**src/shared/spa_defines.svh**
```systemverilog
// Constants of the search path accelerator
`ifndef SPA_DEFINES_SVH
`define SPA_DEFINES_SVH
`define SPA_CMD_DATA   8'he1
`define SPA_CMD_CMD    8'he3
`define SPA_CMD_MASK   8'he3
`define SPA_ACC_VAL    8'ha1
`define SPA_RST_VAL    8'hc1
`define SPA_ACC_BIT    4
`define SPA_RST_HEAD   6'h33
`define SPA_POS_LAST   2'h3
`define SPA_BIT_LAST   3'h7
`define SPA_FIFO_W     8
`define SPA_FIFO_D     32
`define SPA_FIFO_AW    5
`endif

```
**src/shared/spa_pkg.sv**
```systemverilog
// Types of the search path accelerator
package spa_pkg;
   // Kind of single-wire bus activity
   typedef enum logic [1:0] {
      SPA_K_RESET = 2'h0,
      SPA_K_READ  = 2'h1,
      SPA_K_WRITE = 2'h2
   } spa_kind_t;
   // One slot request towards the slot engine
   typedef struct packed {
      spa_kind_t kind;
      logic      wbit;
   } spa_slot_t;
   // Sequencer states, Gray along idle, slot, answer
   typedef enum logic [1:0] {
      SPA_S_IDLE = 2'h0,
      SPA_S_SLOT = 2'h1,
      SPA_S_RESP = 2'h3
   } spa_state_t;
endpackage

```
**src/spa_top.sv**
```systemverilog
// Search path accelerator with its host byte FIFO
`include "spa_defines.svh"

// Byte FIFO with registered input ready
module spa_fifo #(
   parameter int W  = `SPA_FIFO_W,
   parameter int D  = `SPA_FIFO_D,
   parameter int AW = `SPA_FIFO_AW
) (
   // Clock and reset
   input  wire logic          clk,
   input  wire logic          rst_n,
   // Fill side
   input  wire logic          in_valid,
   input  wire logic [W-1:0]  in_data,
   output logic               in_ready,
   // Drain side
   output logic               out_valid,
   output logic [W-1:0]       out_data,
   input  wire logic          out_ready
);
   logic [W-1:0] mem [D];      // Storage
   logic [AW-1:0] wp_r, wp_nxt; // Write pointer
   logic [AW-1:0] rp_r, rp_nxt; // Read pointer
   logic [AW:0]   cnt_r, cnt_nxt; // Fill level
   logic          rdy_r, rdy_nxt; // Registered not-full
   logic          push, pop;

   assign push      = in_valid && rdy_r;
   assign pop       = out_ready && (cnt_r != '0);
   assign in_ready  = rdy_r;
   assign out_valid = (cnt_r != '0);
   assign out_data  = mem[rp_r];

   // Pointer and level arithmetic
   always_comb begin
      wp_nxt  = push ? AW'(wp_r + 1'b1) : wp_r;
      rp_nxt  = pop ? AW'(rp_r + 1'b1) : rp_r;
      cnt_nxt = (AW+1)'(cnt_r + {AW'(0), push} - {AW'(0), pop});
      rdy_nxt = (cnt_nxt != (AW+1)'(D));
   end

   // Registers only
   always_ff @(posedge clk or negedge rst_n) begin
      if (!rst_n) begin
         wp_r  <= '0;
         rp_r  <= '0;
         cnt_r <= '0;
         rdy_r <= 1'b1;
      end else begin
         wp_r  <= wp_nxt;
         rp_r  <= rp_nxt;
         cnt_r <= cnt_nxt;
         rdy_r <= rdy_nxt;
      end
   end

   // Storage has no reset; only written entries are ever read
   always_ff @(posedge clk) begin
      if (push) begin
         mem[wp_r] <= in_data;
      end
   end
endmodule

// Operation
// - Accelerator on: data byte becomes twelve slots
// - Control command bit 4 sets flag, silent
// - One answer byte per data byte
// - Odd bits are paths, even bits filler
// - Host path used only on conflict
// - Per position: read, read, write slot
// - Write path, first read, or one
// - Answer: even discrepancy, odd chosen path
// - Discrepancy on conflict or no response
// - Reported path equals written slot value
// - After error, paths read one until off
// - Reset answered, mode bytes silent, data echoed with accelerator off
module spa_top (
   // Clock and reset
   input  wire logic              REF_CLK,
   input  wire logic              RESET_N,
   // Host bytes from the serial receiver
   input  wire logic              HOST_VALID,
   input  wire logic [7:0]        HOST_DATA,
   output logic                   HOST_READY,
   // Answer bytes to the serial transmitter
   output logic                   RESP_VALID,
   output logic [7:0]             RESP_DATA,
   input  wire logic              RESP_READY,
   // Slot engine handshake
   output logic                   SLOT_START,
   output spa_pkg::spa_slot_t     SLOT_REQ,
   input  wire logic              SLOT_DONE,
   input  wire logic              SLOT_RBIT,
   input  wire logic [1:0]        SLOT_PRES,
   // Status
   output logic                   ACCEL_ON,
   output logic                   DATA_MODE
);
   spa_pkg::spa_state_t st_r, st_nxt;     // Sequencer state
   spa_pkg::spa_slot_t  slot_r, slot_nxt; // Current slot request
   logic       start_r, start_nxt;        // Slot start pulse
   logic       acc_r, acc_nxt;            // Accelerator flag
   logic       dm_r, dm_nxt;              // Data mode
   logic       err_r, err_nxt;            // Sticky bus error
   logic [7:0] byte_r, byte_nxt;          // Host byte in work
   logic [7:0] sh_r, sh_nxt;              // Answer being built
   logic [1:0] pos_r, pos_nxt;            // Position within byte
   logic [1:0] ph_r, ph_nxt;              // Slot phase of a position
   logic [2:0] bit_r, bit_nxt;            // Bit of a plain byte
   logic       rd0_r, rd0_nxt;            // First read value
   logic       rv_r, rv_nxt;              // Answer valid
   logic [7:0] rd_r, rd_nxt;              // Answer byte
   logic       f_valid, f_ready;          // FIFO drain side
   logic [7:0] f_data;
   logic       conf, noresp, wval;        // Position decision

   // Host bytes wait here while slots run
   spa_fifo #(.W(`SPA_FIFO_W), .D(`SPA_FIFO_D), .AW(`SPA_FIFO_AW)) u_fifo (
      .clk       (REF_CLK),
      .rst_n     (RESET_N),
      .in_valid  (HOST_VALID),
      .in_data   (HOST_DATA),
      .in_ready  (HOST_READY),
      .out_valid (f_valid),
      .out_data  (f_data),
      .out_ready (f_ready)
   );

   // Only pull a byte when idle, which stalls the FIFO otherwise
   assign f_ready = (st_r == spa_pkg::SPA_S_IDLE);

   // Position decision from both reads
   always_comb begin
      conf   = !rd0_r && !SLOT_RBIT;
      noresp = rd0_r && SLOT_RBIT;
      if (err_r || noresp) begin
         wval = 1'b1;
      end else if (conf) begin
         wval = byte_r[{pos_r, 1'b1}];
      end else begin
         wval = rd0_r;
      end
   end

   // Next-state logic of the sequencer
   always_comb begin
      st_nxt    = st_r;
      slot_nxt  = slot_r;
      start_nxt = 1'b0;
      acc_nxt   = acc_r;
      dm_nxt    = dm_r;
      err_nxt   = err_r;
      byte_nxt  = byte_r;
      sh_nxt    = sh_r;
      pos_nxt   = pos_r;
      ph_nxt    = ph_r;
      bit_nxt   = bit_r;
      rd0_nxt   = rd0_r;
      rv_nxt    = rv_r;
      rd_nxt    = rd_r;
      unique case (st_r)
         spa_pkg::SPA_S_IDLE: begin
            if (f_valid && !dm_r) begin
               // Command mode: mode switch, accelerator and reset codes
               if (f_data == `SPA_CMD_DATA) begin
                  dm_nxt = 1'b1;
               end else if ((f_data & `SPA_CMD_MASK) == `SPA_ACC_VAL) begin
                  acc_nxt = f_data[`SPA_ACC_BIT];
                  if (!f_data[`SPA_ACC_BIT]) begin
                     err_nxt = 1'b0;
                  end
               end else if ((f_data & `SPA_CMD_MASK) == `SPA_RST_VAL) begin
                  slot_nxt  = '{kind: spa_pkg::SPA_K_RESET, wbit: 1'b1};
                  start_nxt = 1'b1;
                  st_nxt    = spa_pkg::SPA_S_SLOT;
               end
            end else if (f_valid) begin
               if (f_data == `SPA_CMD_CMD) begin
                  dm_nxt = 1'b0;
               end else begin
                  byte_nxt  = f_data;
                  pos_nxt   = '0;
                  ph_nxt    = '0;
                  bit_nxt   = '0;
                  start_nxt = 1'b1;
                  st_nxt    = spa_pkg::SPA_S_SLOT;
                  if (acc_r) begin
                     slot_nxt = '{kind: spa_pkg::SPA_K_READ, wbit: 1'b1};
                  end else begin
                     slot_nxt = '{kind: spa_pkg::SPA_K_WRITE, wbit: f_data[0]};
                  end
               end
            end
         end
         spa_pkg::SPA_S_SLOT: begin
            if (SLOT_DONE) begin
               if (slot_r.kind == spa_pkg::SPA_K_RESET) begin
                  rd_nxt = {`SPA_RST_HEAD, SLOT_PRES};
                  rv_nxt = 1'b1;
                  st_nxt = spa_pkg::SPA_S_RESP;
               end else if (!acc_r) begin
                  // Plain byte: LSB first, read-back forms the echo
                  sh_nxt = {SLOT_RBIT, sh_r[7:1]};
                  if (bit_r == `SPA_BIT_LAST) begin
                     rd_nxt = {SLOT_RBIT, sh_r[7:1]};
                     rv_nxt = 1'b1;
                     st_nxt = spa_pkg::SPA_S_RESP;
                  end else begin
                     bit_nxt   = 3'(bit_r + 1'b1);
                     slot_nxt  = '{kind: spa_pkg::SPA_K_WRITE, wbit: byte_r[3'(bit_r + 1'b1)]};
                     start_nxt = 1'b1;
                  end
               end else if (ph_r == 2'h0) begin
                  rd0_nxt   = SLOT_RBIT;
                  ph_nxt    = 2'h1;
                  slot_nxt  = '{kind: spa_pkg::SPA_K_READ, wbit: 1'b1};
                  start_nxt = 1'b1;
               end else if (ph_r == 2'h1) begin
                  sh_nxt[{pos_r, 1'b0}] = conf || noresp;
                  sh_nxt[{pos_r, 1'b1}] = wval;
                  err_nxt   = err_r || noresp;
                  ph_nxt    = 2'h2;
                  slot_nxt  = '{kind: spa_pkg::SPA_K_WRITE, wbit: wval};
                  start_nxt = 1'b1;
               end else begin
                  ph_nxt = 2'h0;
                  if (pos_r == `SPA_POS_LAST) begin
                     rd_nxt = sh_r;
                     rv_nxt = 1'b1;
                     st_nxt = spa_pkg::SPA_S_RESP;
                  end else begin
                     pos_nxt   = 2'(pos_r + 1'b1);
                     slot_nxt  = '{kind: spa_pkg::SPA_K_READ, wbit: 1'b1};
                     start_nxt = 1'b1;
                  end
               end
            end
         end
         spa_pkg::SPA_S_RESP: begin
            if (RESP_READY) begin
               rv_nxt = 1'b0;
               st_nxt = spa_pkg::SPA_S_IDLE;
            end
         end
         default: begin
            st_nxt = spa_pkg::SPA_S_IDLE;
         end
      endcase
   end

   // Sequencer registers
   always_ff @(posedge REF_CLK or negedge RESET_N) begin
      if (!RESET_N) begin
         st_r    <= spa_pkg::SPA_S_IDLE;
         slot_r  <= '{kind: spa_pkg::SPA_K_READ, wbit: 1'b1};
         start_r <= 1'b0;
         acc_r   <= 1'b0;
         dm_r    <= 1'b0;
         err_r   <= 1'b0;
         byte_r  <= '0;
         sh_r    <= '0;
         pos_r   <= '0;
         ph_r    <= '0;
         bit_r   <= '0;
         rd0_r   <= 1'b0;
         rv_r    <= 1'b0;
         rd_r    <= '0;
      end else begin
         st_r    <= st_nxt;
         slot_r  <= slot_nxt;
         start_r <= start_nxt;
         acc_r   <= acc_nxt;
         dm_r    <= dm_nxt;
         err_r   <= err_nxt;
         byte_r  <= byte_nxt;
         sh_r    <= sh_nxt;
         pos_r   <= pos_nxt;
         ph_r    <= ph_nxt;
         bit_r   <= bit_nxt;
         rd0_r   <= rd0_nxt;
         rv_r    <= rv_nxt;
         rd_r    <= rd_nxt;
      end
   end

   assign SLOT_START = start_r;
   assign SLOT_REQ   = slot_r;
   assign RESP_VALID = rv_r;
   assign RESP_DATA  = rd_r;
   assign ACCEL_ON   = acc_r;
   assign DATA_MODE  = dm_r;

   // Checks
   property p_acc_cmd;
      @(posedge REF_CLK) disable iff (!RESET_N)
      (st_r == spa_pkg::SPA_S_IDLE && f_valid && !dm_r && (f_data & `SPA_CMD_MASK) == `SPA_ACC_VAL)
      |=> (acc_r == $past(f_data[`SPA_ACC_BIT])) && !rv_r && (st_r == spa_pkg::SPA_S_IDLE);
   endproperty
   a_acc_cmd: assert property (p_acc_cmd) else $error("accelerator control wrong");

   property p_accel_start;
      @(posedge REF_CLK) disable iff (!RESET_N)
      (st_r == spa_pkg::SPA_S_IDLE && f_valid && dm_r && acc_r && f_data != `SPA_CMD_CMD)
      |=> SLOT_START && SLOT_REQ.kind == spa_pkg::SPA_K_READ;
   endproperty
   a_accel_start: assert property (p_accel_start) else $error("accelerated byte did not start a read");

   // A reset slot also finishes in phase zero, so only read slots qualify
   property p_second_read;
      @(posedge REF_CLK) disable iff (!RESET_N)
      (st_r == spa_pkg::SPA_S_SLOT && SLOT_DONE && acc_r && ph_r == 2'h0 && slot_r.kind == spa_pkg::SPA_K_READ)
      |=> SLOT_START && SLOT_REQ.kind == spa_pkg::SPA_K_READ && ph_r == 2'h1;
   endproperty
   a_second_read: assert property (p_second_read) else $error("second read slot missing");

   property p_write_conf;
      @(posedge REF_CLK) disable iff (!RESET_N)
      (st_r == spa_pkg::SPA_S_SLOT && SLOT_DONE && acc_r && ph_r == 2'h1 && !rd0_r && !SLOT_RBIT && !err_r)
      |=> SLOT_START && SLOT_REQ.kind == spa_pkg::SPA_K_WRITE && SLOT_REQ.wbit == byte_r[{pos_r, 1'b1}];
   endproperty
   a_write_conf: assert property (p_write_conf) else $error("conflict did not write host path");

   property p_write_noresp;
      @(posedge REF_CLK) disable iff (!RESET_N)
      (st_r == spa_pkg::SPA_S_SLOT && SLOT_DONE && acc_r && ph_r == 2'h1 && rd0_r && SLOT_RBIT)
      |=> SLOT_REQ.wbit && err_r && sh_r[{pos_r, 1'b0}];
   endproperty
   a_write_noresp: assert property (p_write_noresp) else $error("no response not handled");

   property p_path_match;
      @(posedge REF_CLK) disable iff (!RESET_N)
      (st_r == spa_pkg::SPA_S_SLOT && acc_r && ph_r == 2'h2)
      |-> sh_r[{pos_r, 1'b1}] == slot_r.wbit;
   endproperty
   a_path_match: assert property (p_path_match) else $error("reported path differs from written");

   property p_err_sticky;
      @(posedge REF_CLK) disable iff (!RESET_N)
      (err_r && acc_r && st_r == spa_pkg::SPA_S_SLOT && ph_r == 2'h2) |-> slot_r.wbit;
   endproperty
   a_err_sticky: assert property (p_err_sticky) else $error("path not one after error");

   // A taken answer is gone on the next edge, so no byte is sent twice
   property p_one_answer;
      @(posedge REF_CLK) disable iff (!RESET_N)
      (rv_r && RESP_READY) |=> !rv_r;
   endproperty
   a_one_answer: assert property (p_one_answer) else $error("answer byte repeated");

   property p_resp_hold;
      @(posedge REF_CLK) disable iff (!RESET_N)
      (rv_r && !RESP_READY) |=> rv_r && $stable(rd_r);
   endproperty
   a_resp_hold: assert property (p_resp_hold) else $error("answer byte dropped");

   property p_reset_resp;
      @(posedge REF_CLK) disable iff (!RESET_N)
      (st_r == spa_pkg::SPA_S_SLOT && SLOT_DONE && slot_r.kind == spa_pkg::SPA_K_RESET)
      |=> rv_r && rd_r == {`SPA_RST_HEAD, $past(SLOT_PRES)};
   endproperty
   a_reset_resp: assert property (p_reset_resp) else $error("reset answer wrong");

   property p_cov_pass_byte;
      @(posedge REF_CLK) disable iff (!RESET_N)
      acc_r && st_r == spa_pkg::SPA_S_SLOT ##[1:200] rv_r;
   endproperty
   c_cov_pass_byte: cover property (p_cov_pass_byte);

   property p_cov_conf;
      @(posedge REF_CLK) disable iff (!RESET_N)
      st_r == spa_pkg::SPA_S_SLOT && SLOT_DONE && acc_r && ph_r == 2'h1 && !rd0_r && !SLOT_RBIT;
   endproperty
   c_cov_conf: cover property (p_cov_conf);

   property p_cov_full;
      @(posedge REF_CLK) disable iff (!RESET_N)
      !HOST_READY;
   endproperty
   c_cov_full: cover property (p_cov_full);
endmodule

```
**config.mk**
```make
export PLATFORM = sky130hd
export DESIGN_NAME = spa_top
export DESIGN_NICKNAME = d
export VERILOG_FILES = /design/src/shared/spa_pkg.sv /design/src/spa_top.sv
export VERILOG_INCLUDE_DIRS = /design/src /design/src/shared
export SDC_FILE = /design/constraint.sdc
export NUM_CORES = 1
export LEC_CHECK = 0
export ABC_AREA = 0
export BUFFER_PORTS_ARGS = -buffer_cell sky130_fd_sc_hd__buf_2
export CORE_MARGIN = 3
export CORE_UTILIZATION = 50
export DETAILED_ROUTE_END_ITERATION = 10
export GPL_TIMING_DRIVEN = 0
export PLACE_DENSITY = 0.66
export SYNTH_ARGS = -nofsm -noshare
export SYNTH_HDL_FRONTEND = slang
export SYNTH_HIERARCHICAL = 1
export SYNTH_SLANG_ARGS = --single-unit
```
**constraint.sdc**
```tcl
create_clock -name REF_CLK -period 7.6 [get_ports REF_CLK]
set_input_delay 1.14 -clock REF_CLK [delete_from_list [all_inputs] [get_ports REF_CLK]]
set_output_delay 1.14 -clock REF_CLK [all_outputs]
set_load 0.01 [all_outputs]
```
Word level (Yosys, flattened, before mapping)
Memories as Yosys holds them, arrays and structs flattened. Cells that the tools add are included.

Input bits: 16. Memories: 1. RAM bits: 256. Flip-flop bits (word level): 59. Output and inout bits: 16.

Bitwise logic cells: 4. Eq/ne operators: 44. Multiplexer cells: 114. Reduce and logical (&&, ||, !) cells: 34. Add/sub/neg operators: 6. Order comparisons: 5.

Memories: u_fifo.mem (words 32, bits a word 8, rd ports 1, clocked after Yosys merged registers in 0, wr ports 1, line spa_top.sv:22) `logic [W-1:0] mem [D];`.

Operators by type and width (count): 8-bit 2-to-1 mux (9); 3-bit 2-to-1 mux (21); 2-bit 2-to-1 mux (28); 1-bit 2-to-1 mux (42); 2-bit != test (second input constant) (18); 10-bit AND reduction (3); 3-bit != test (second input constant) (8); 8-bit bitwise mux (2); 8-bit == test (second input constant) (2); 4-bit != test (second input constant) (4); 7-bit AND reduction (2); 3-bit by 4-bit < comparator with 1-bit output (second input constant) (3); 3-bit case mux with 2 select lines (2); 4-bit AND reduction (3); 11-bit AND reduction (1); 5-bit by 1-bit adder with 5-bit output (second input constant) (2); 5-bit == test (second input constant) (2); 5-bit AND reduction (2); 2-bit case mux with 2 select lines (2); 8-bit AND reduction (1); 2-bit nonzero test (4); 1-bit logical AND (7); 6-bit by 1-bit adder with 6-bit output (1); 3-bit by 1-bit greater-or-equal comparator with 1-bit output (second input constant) (2); 22 further kinds (36).

Depth between registers and ports, before layout
Word-level depth: 10. Gate-level depth with buffers: 14. Gate-level depth less buffers: 13.

Hierarchy
The synthesis kept the hierarchy.

By module, submodules not included: spa_fifo (instances 1, seq. area each 8114.0 sq um, cells an instance 599, area each 10999.3 sq um); spa_top (instances 1, seq. area each 1053.5 sq um, cells an instance 235, area each 2413.6 sq um).

Worst setup path after synthesis
OpenSTA, ideal clock, no wires.

Path kind: in2reg. Start: input HOST_VALID. End: register u_fifo.rdy_r (netlist: u_fifo/in_ready). Slack: 4.353 ns. Required time: 7.518 ns. Stages on the path: 12. Data arrival time: 3.166 ns. Setup time: 0.082 ns. Cells stage by stage: and2_1 -> clkbuf_1 -> inv_1 -> ha_1 -> inv_1 -> ha_1 -> inv_1 -> fa_1 -> nand2b_1 -> a21oi_1 -> o21ai_0 -> a211o_1.

Longest elaborated chain between the ends: 4.

RTL lines: start, declared (line spa_top.sv:84) `input wire logic HOST_VALID,`; 1-bit logical AND (line spa_top.sv:29) `assign push = in_valid && rdy_r;`; 6-bit by 1-bit adder with 6-bit output (line spa_top.sv:39) `cnt_nxt = (AW+1)'(cnt_r + {AW'(0), push} - {AW'(0), pop});`; 6-bit by 1-bit subtractor with 6-bit output (line spa_top.sv:39); 6-bit != test (line spa_top.sv:40) `rdy_nxt = (cnt_nxt != (AW+1)'(D));`; via u_fifo.rdy_nxt (line spa_top.sv:26) `logic rdy_r, rdy_nxt;`; end signal, assigned (line spa_top.sv:54) `rdy_r <= rdy_nxt;`; end, declared (line spa_top.sv:26).

The timed path passes the listed nets, and every way through them passes these cells. A chain may end at the register's enable or synchronous reset.

Worst setup path after layout
Start: register u_fifo.rp_r[1]. End: register bit_r[0].

Longest elaborated chain between the ends: 4.

RTL lines: start, declared (line spa_top.sv:24) `logic [AW-1:0] rp_r, rp_nxt;`; start signal, assigned (line spa_top.sv:52) `rp_r <= rp_nxt;`; memory 32 x 8 bit; via f_data[4] (line spa_top.sv:116) `logic [7:0] f_data;`; 8-bit == test (no source line); 2-bit != test (no source line); 8-bit AND reduction (no source line); end signal, assigned (line spa_top.sv:281) `bit_r <= bit_nxt;`; end, declared (line spa_top.sv:111) `logic [2:0] bit_r, bit_nxt;`.

The timed path passes the listed nets, and every way through them passes these cells.

==> results.ini <==
[yosys]
synth_commonest_cells = 256 x edfxtp_1, 76 x mux2i_1, 56 x dfrtp_1, 46 x nor2_1, 33 x nand3_1
synthMuxAreaShare_pct = 12.50
postSynth.asyncResetShare_pct = 18.73
synth_edf_count = 256
synth_area_leader_cell = edfxtp_1
synthAdderAreaFrac_pct = 2.201
syn_inst = 834
synthesis.area_um2 = 13410
ys_warn_count = 6
synth_top_family_by_area = multiplexers
synth_top_area_share_pct = 57.31
netlist_top_cells_area = edfxtp_1 57%, dfrtp_1 10%, mux2i_1 5.7%
synth_ff_type = edfxtp_1
synthDistinctLibCells = 72
ys_seq_area_share_pct = 68.35
synth_most_common_cell = edfxtp_1
synth_nets = 873
synth_seq_cells = 315
postSynthAreaPerCell_um2 = 16.08
synthXorXnorAreaFrac_pct = 0.5877
synthSimpleGateAreaFrac_pct = 6.502
synth_compound_area_share_pct = 7.211

[die]
die_w_um = 169.8
rows = 59
die_area_um2 = 28830
fp.dieH_um = 169.8
core_um2 = 26210
io_pins = 32
initial_core_util_pct = 51.18

[critical_path]
slowest_delay_ns = 0.56
r2r-end = bit_r[0]
regToRegSetupSlack_ns = 3.57
cp_max_fo = 10
crit_path_end_kind = register
cp-start-kind = register
critPathSlowestCell = o311ai_0
crit_required_ns = 8.04
r2r-start = u_fifo/rp_r[1]
arrival_ns = 4.47
rr_worst_depth = 10
crit_buf_inv = 2
worstSetupPathType = register to register
crit_chain = buf_2 > clkbuf_1 > mux4_2 > a22o_1 > a221oi_1 > nand3_1 > nor4b_4 > a31oi_1 > o311ai_0 > mux2_2
critical_path.top_delay_family = compound AO/OA/AOI/OAI gates

[clock_tree]
htree_num_levels = 2
hold_buffers = 0
clk_latency_ns = 0.51
numCtsBuffers = 34
postCtsSetupBuffers = 0
cts-root-buf = clkbuf_16
cts_tree = done
clk_pin_slew_worst_paths_ns = 0.06
cts.sinks = 315
cts_max_path_buffers = 3
cts_resized = 0

[detailed_routing]
vias = 7381
dr.first_iter.drc_count = 637
wl_mm = 27.18
ant_nets = 0
drc = 0
via_per_inst = 5.858
avgRoutedWirePerCell_um = 21.57
drt_first_pass_iters = 5

[global_route]
grt_max_degree = 60
track_usage_pct = 18.95
grt_overflow = 0
grt_pass1_vias = 7472
grt_antenna_before_repair = 0
grt_pass1_wl_mm = 42.03

[finish]
layout.nets = 940
design_area_um2 = 15070
area_growth_pct = 12.34
fin_util_pct = 57.50
antenna_cells = 0
final_layout_size_suffix_gt1_share_pct = 16.65
fin_cells = 1260

[timing]
clock_skew_ns = 0.01431
tns_ns = 0
slew_viol_final = 0
fin_crit_sh_pct = 52.97
tightest_slew_ns = 1.121
final_hold_viol_count = 0
period_needed_ns = 4.026
rsz0062_at_grt = no
slew-limit-headroom_pct = 25.12
finalSetupViolCount = 0
fmax_mhz = 248.4

[placed_design]
dp_cells = 1200
portBuffers = 31
dp.final_hpwl_mm = 17.42
gp_congestion = 0.8648
dpl_cell_area_um2 = 13990

[power]
vdd_drop_max_mv = 0.2201
p_per_area_nw_per_um2 = 386.0
power.leakage_uw = 0.005451

[min_path]
holdPathEnd = RESP_DATA[5]
whs_path_depth = 2
hp-start = RESP_DATA[5]
min-delay-path-class = register to register

[run_status]
status = completed

[run]
drv_cap = 0

stage by stage:
| step | total power, µW | worst slack (ns) | hold slack [ns] |
|---|---|---|---|
| 3_5_place_dp | 4264 | 3.655 | 0.4520 |
| 6_report | 5817 | 3.574 | 0.4663 |
| 2_1_floorplan | 3702 | 4.353 | 0.4496 |
| 4_1_cts | 5860 | 3.593 | 0.4669 |
| 3_3_place_gp | 4236 | 3.618 | 0.4553 |
| 5_1_grt | 6131 | 3.335 | 0.4955 |
sequential cells by signal (all words and copies together), names as in the netlist, 2 cells and up:
name,count
RESP_DATA,8
SLOT_REQ,3
bit_r,3
byte_r,8
ph_r,2
pos_r,2
sh_r,8
st_r,2
u_fifo/cnt_r,6
u_fifo/mem,256
u_fifo/rp_r,5
u_fifo/wp_r,5
layout by cell type (no fill, tap or decap), drive strengths merged, types with 23 or more instances in the layout:
| cell | count |
|---|---|
| edfxtp | 256 |
| mux2i | 76 |
| clkbuf | 60 |
| buf | 58 |
| dfrtp | 56 |
| nor2 | 46 |
| nand3 | 33 |
| mux4 | 33 |
| a22oi | 32 |
| nand2 | 30 |
| o21ai | 30 |
| inv | 23 |
worst min-delay path, delay by kind of cell, from the launching register on:
kind | cells | cell delay (ns)
and+or+nand+nor | 1 | 0.05
DFF | 1 | 0.33
AOI/OAI and AO/OA | 1 | 0.05
cells by family after synthesis:
kind of cell	count (synthesis)
adders and majority gates	23
buffers and inverters	67
muxes	122
and+or+nand+nor	165
AOI/OAI and AO/OA	133
DFF	315
xor gates and xnor gates	9
where the power goes:
part / internal [µW] / switching [µW]
Sequential: 2100 / 114
Combinational: 836 / 1190
Clock: 949 / 632
Total: 3880 / 1930
metal layers:
| layer | GRT usage [%] | routed length [µm] |
|---|---|---|
| met1 | 26.46 | 12090 |
| met2 | 31.33 | 13360 |
| met3 | 3.098 | 1238 |
| met4 | 5.121 | 495 |
| met5 | 0 | 0 |
worst max-delay path by stage:
stage	from	cells past startpoint	slack [ns]	endpoint
floorplan	HOST_VALID	12	4.35	u_fifo/in_ready
global placement	u_fifo/rp_r[1]	11	3.62	SLOT_REQ[2]
detailed placement	u_fifo/rp_r[1]	11	3.65	SLOT_REQ[2]
CTS	u_fifo/rp_r[1]	11	3.59	SLOT_REQ[2]
global route	u_fifo/rp_r[1]	10	3.34	bit_r[0]
finish	u_fifo/rp_r[1]	10	3.57	bit_r[0]
final cells by class:
type / instances / area, µm²
Timing Repair Buffer: 31 / 157.7
Buffer: 44 / 269.0
Fill cell: 2002 / 11140
Clock inverter: 17 / 130.1
Multi-Input combinational cell: 452 / 3890
Inverter: 23 / 86.33
Tap cell: 335 / 419.2
Sequential cell: 315 / 9168
Clock buffer: 43 / 948.4
(Power assumes the default switching activity.)
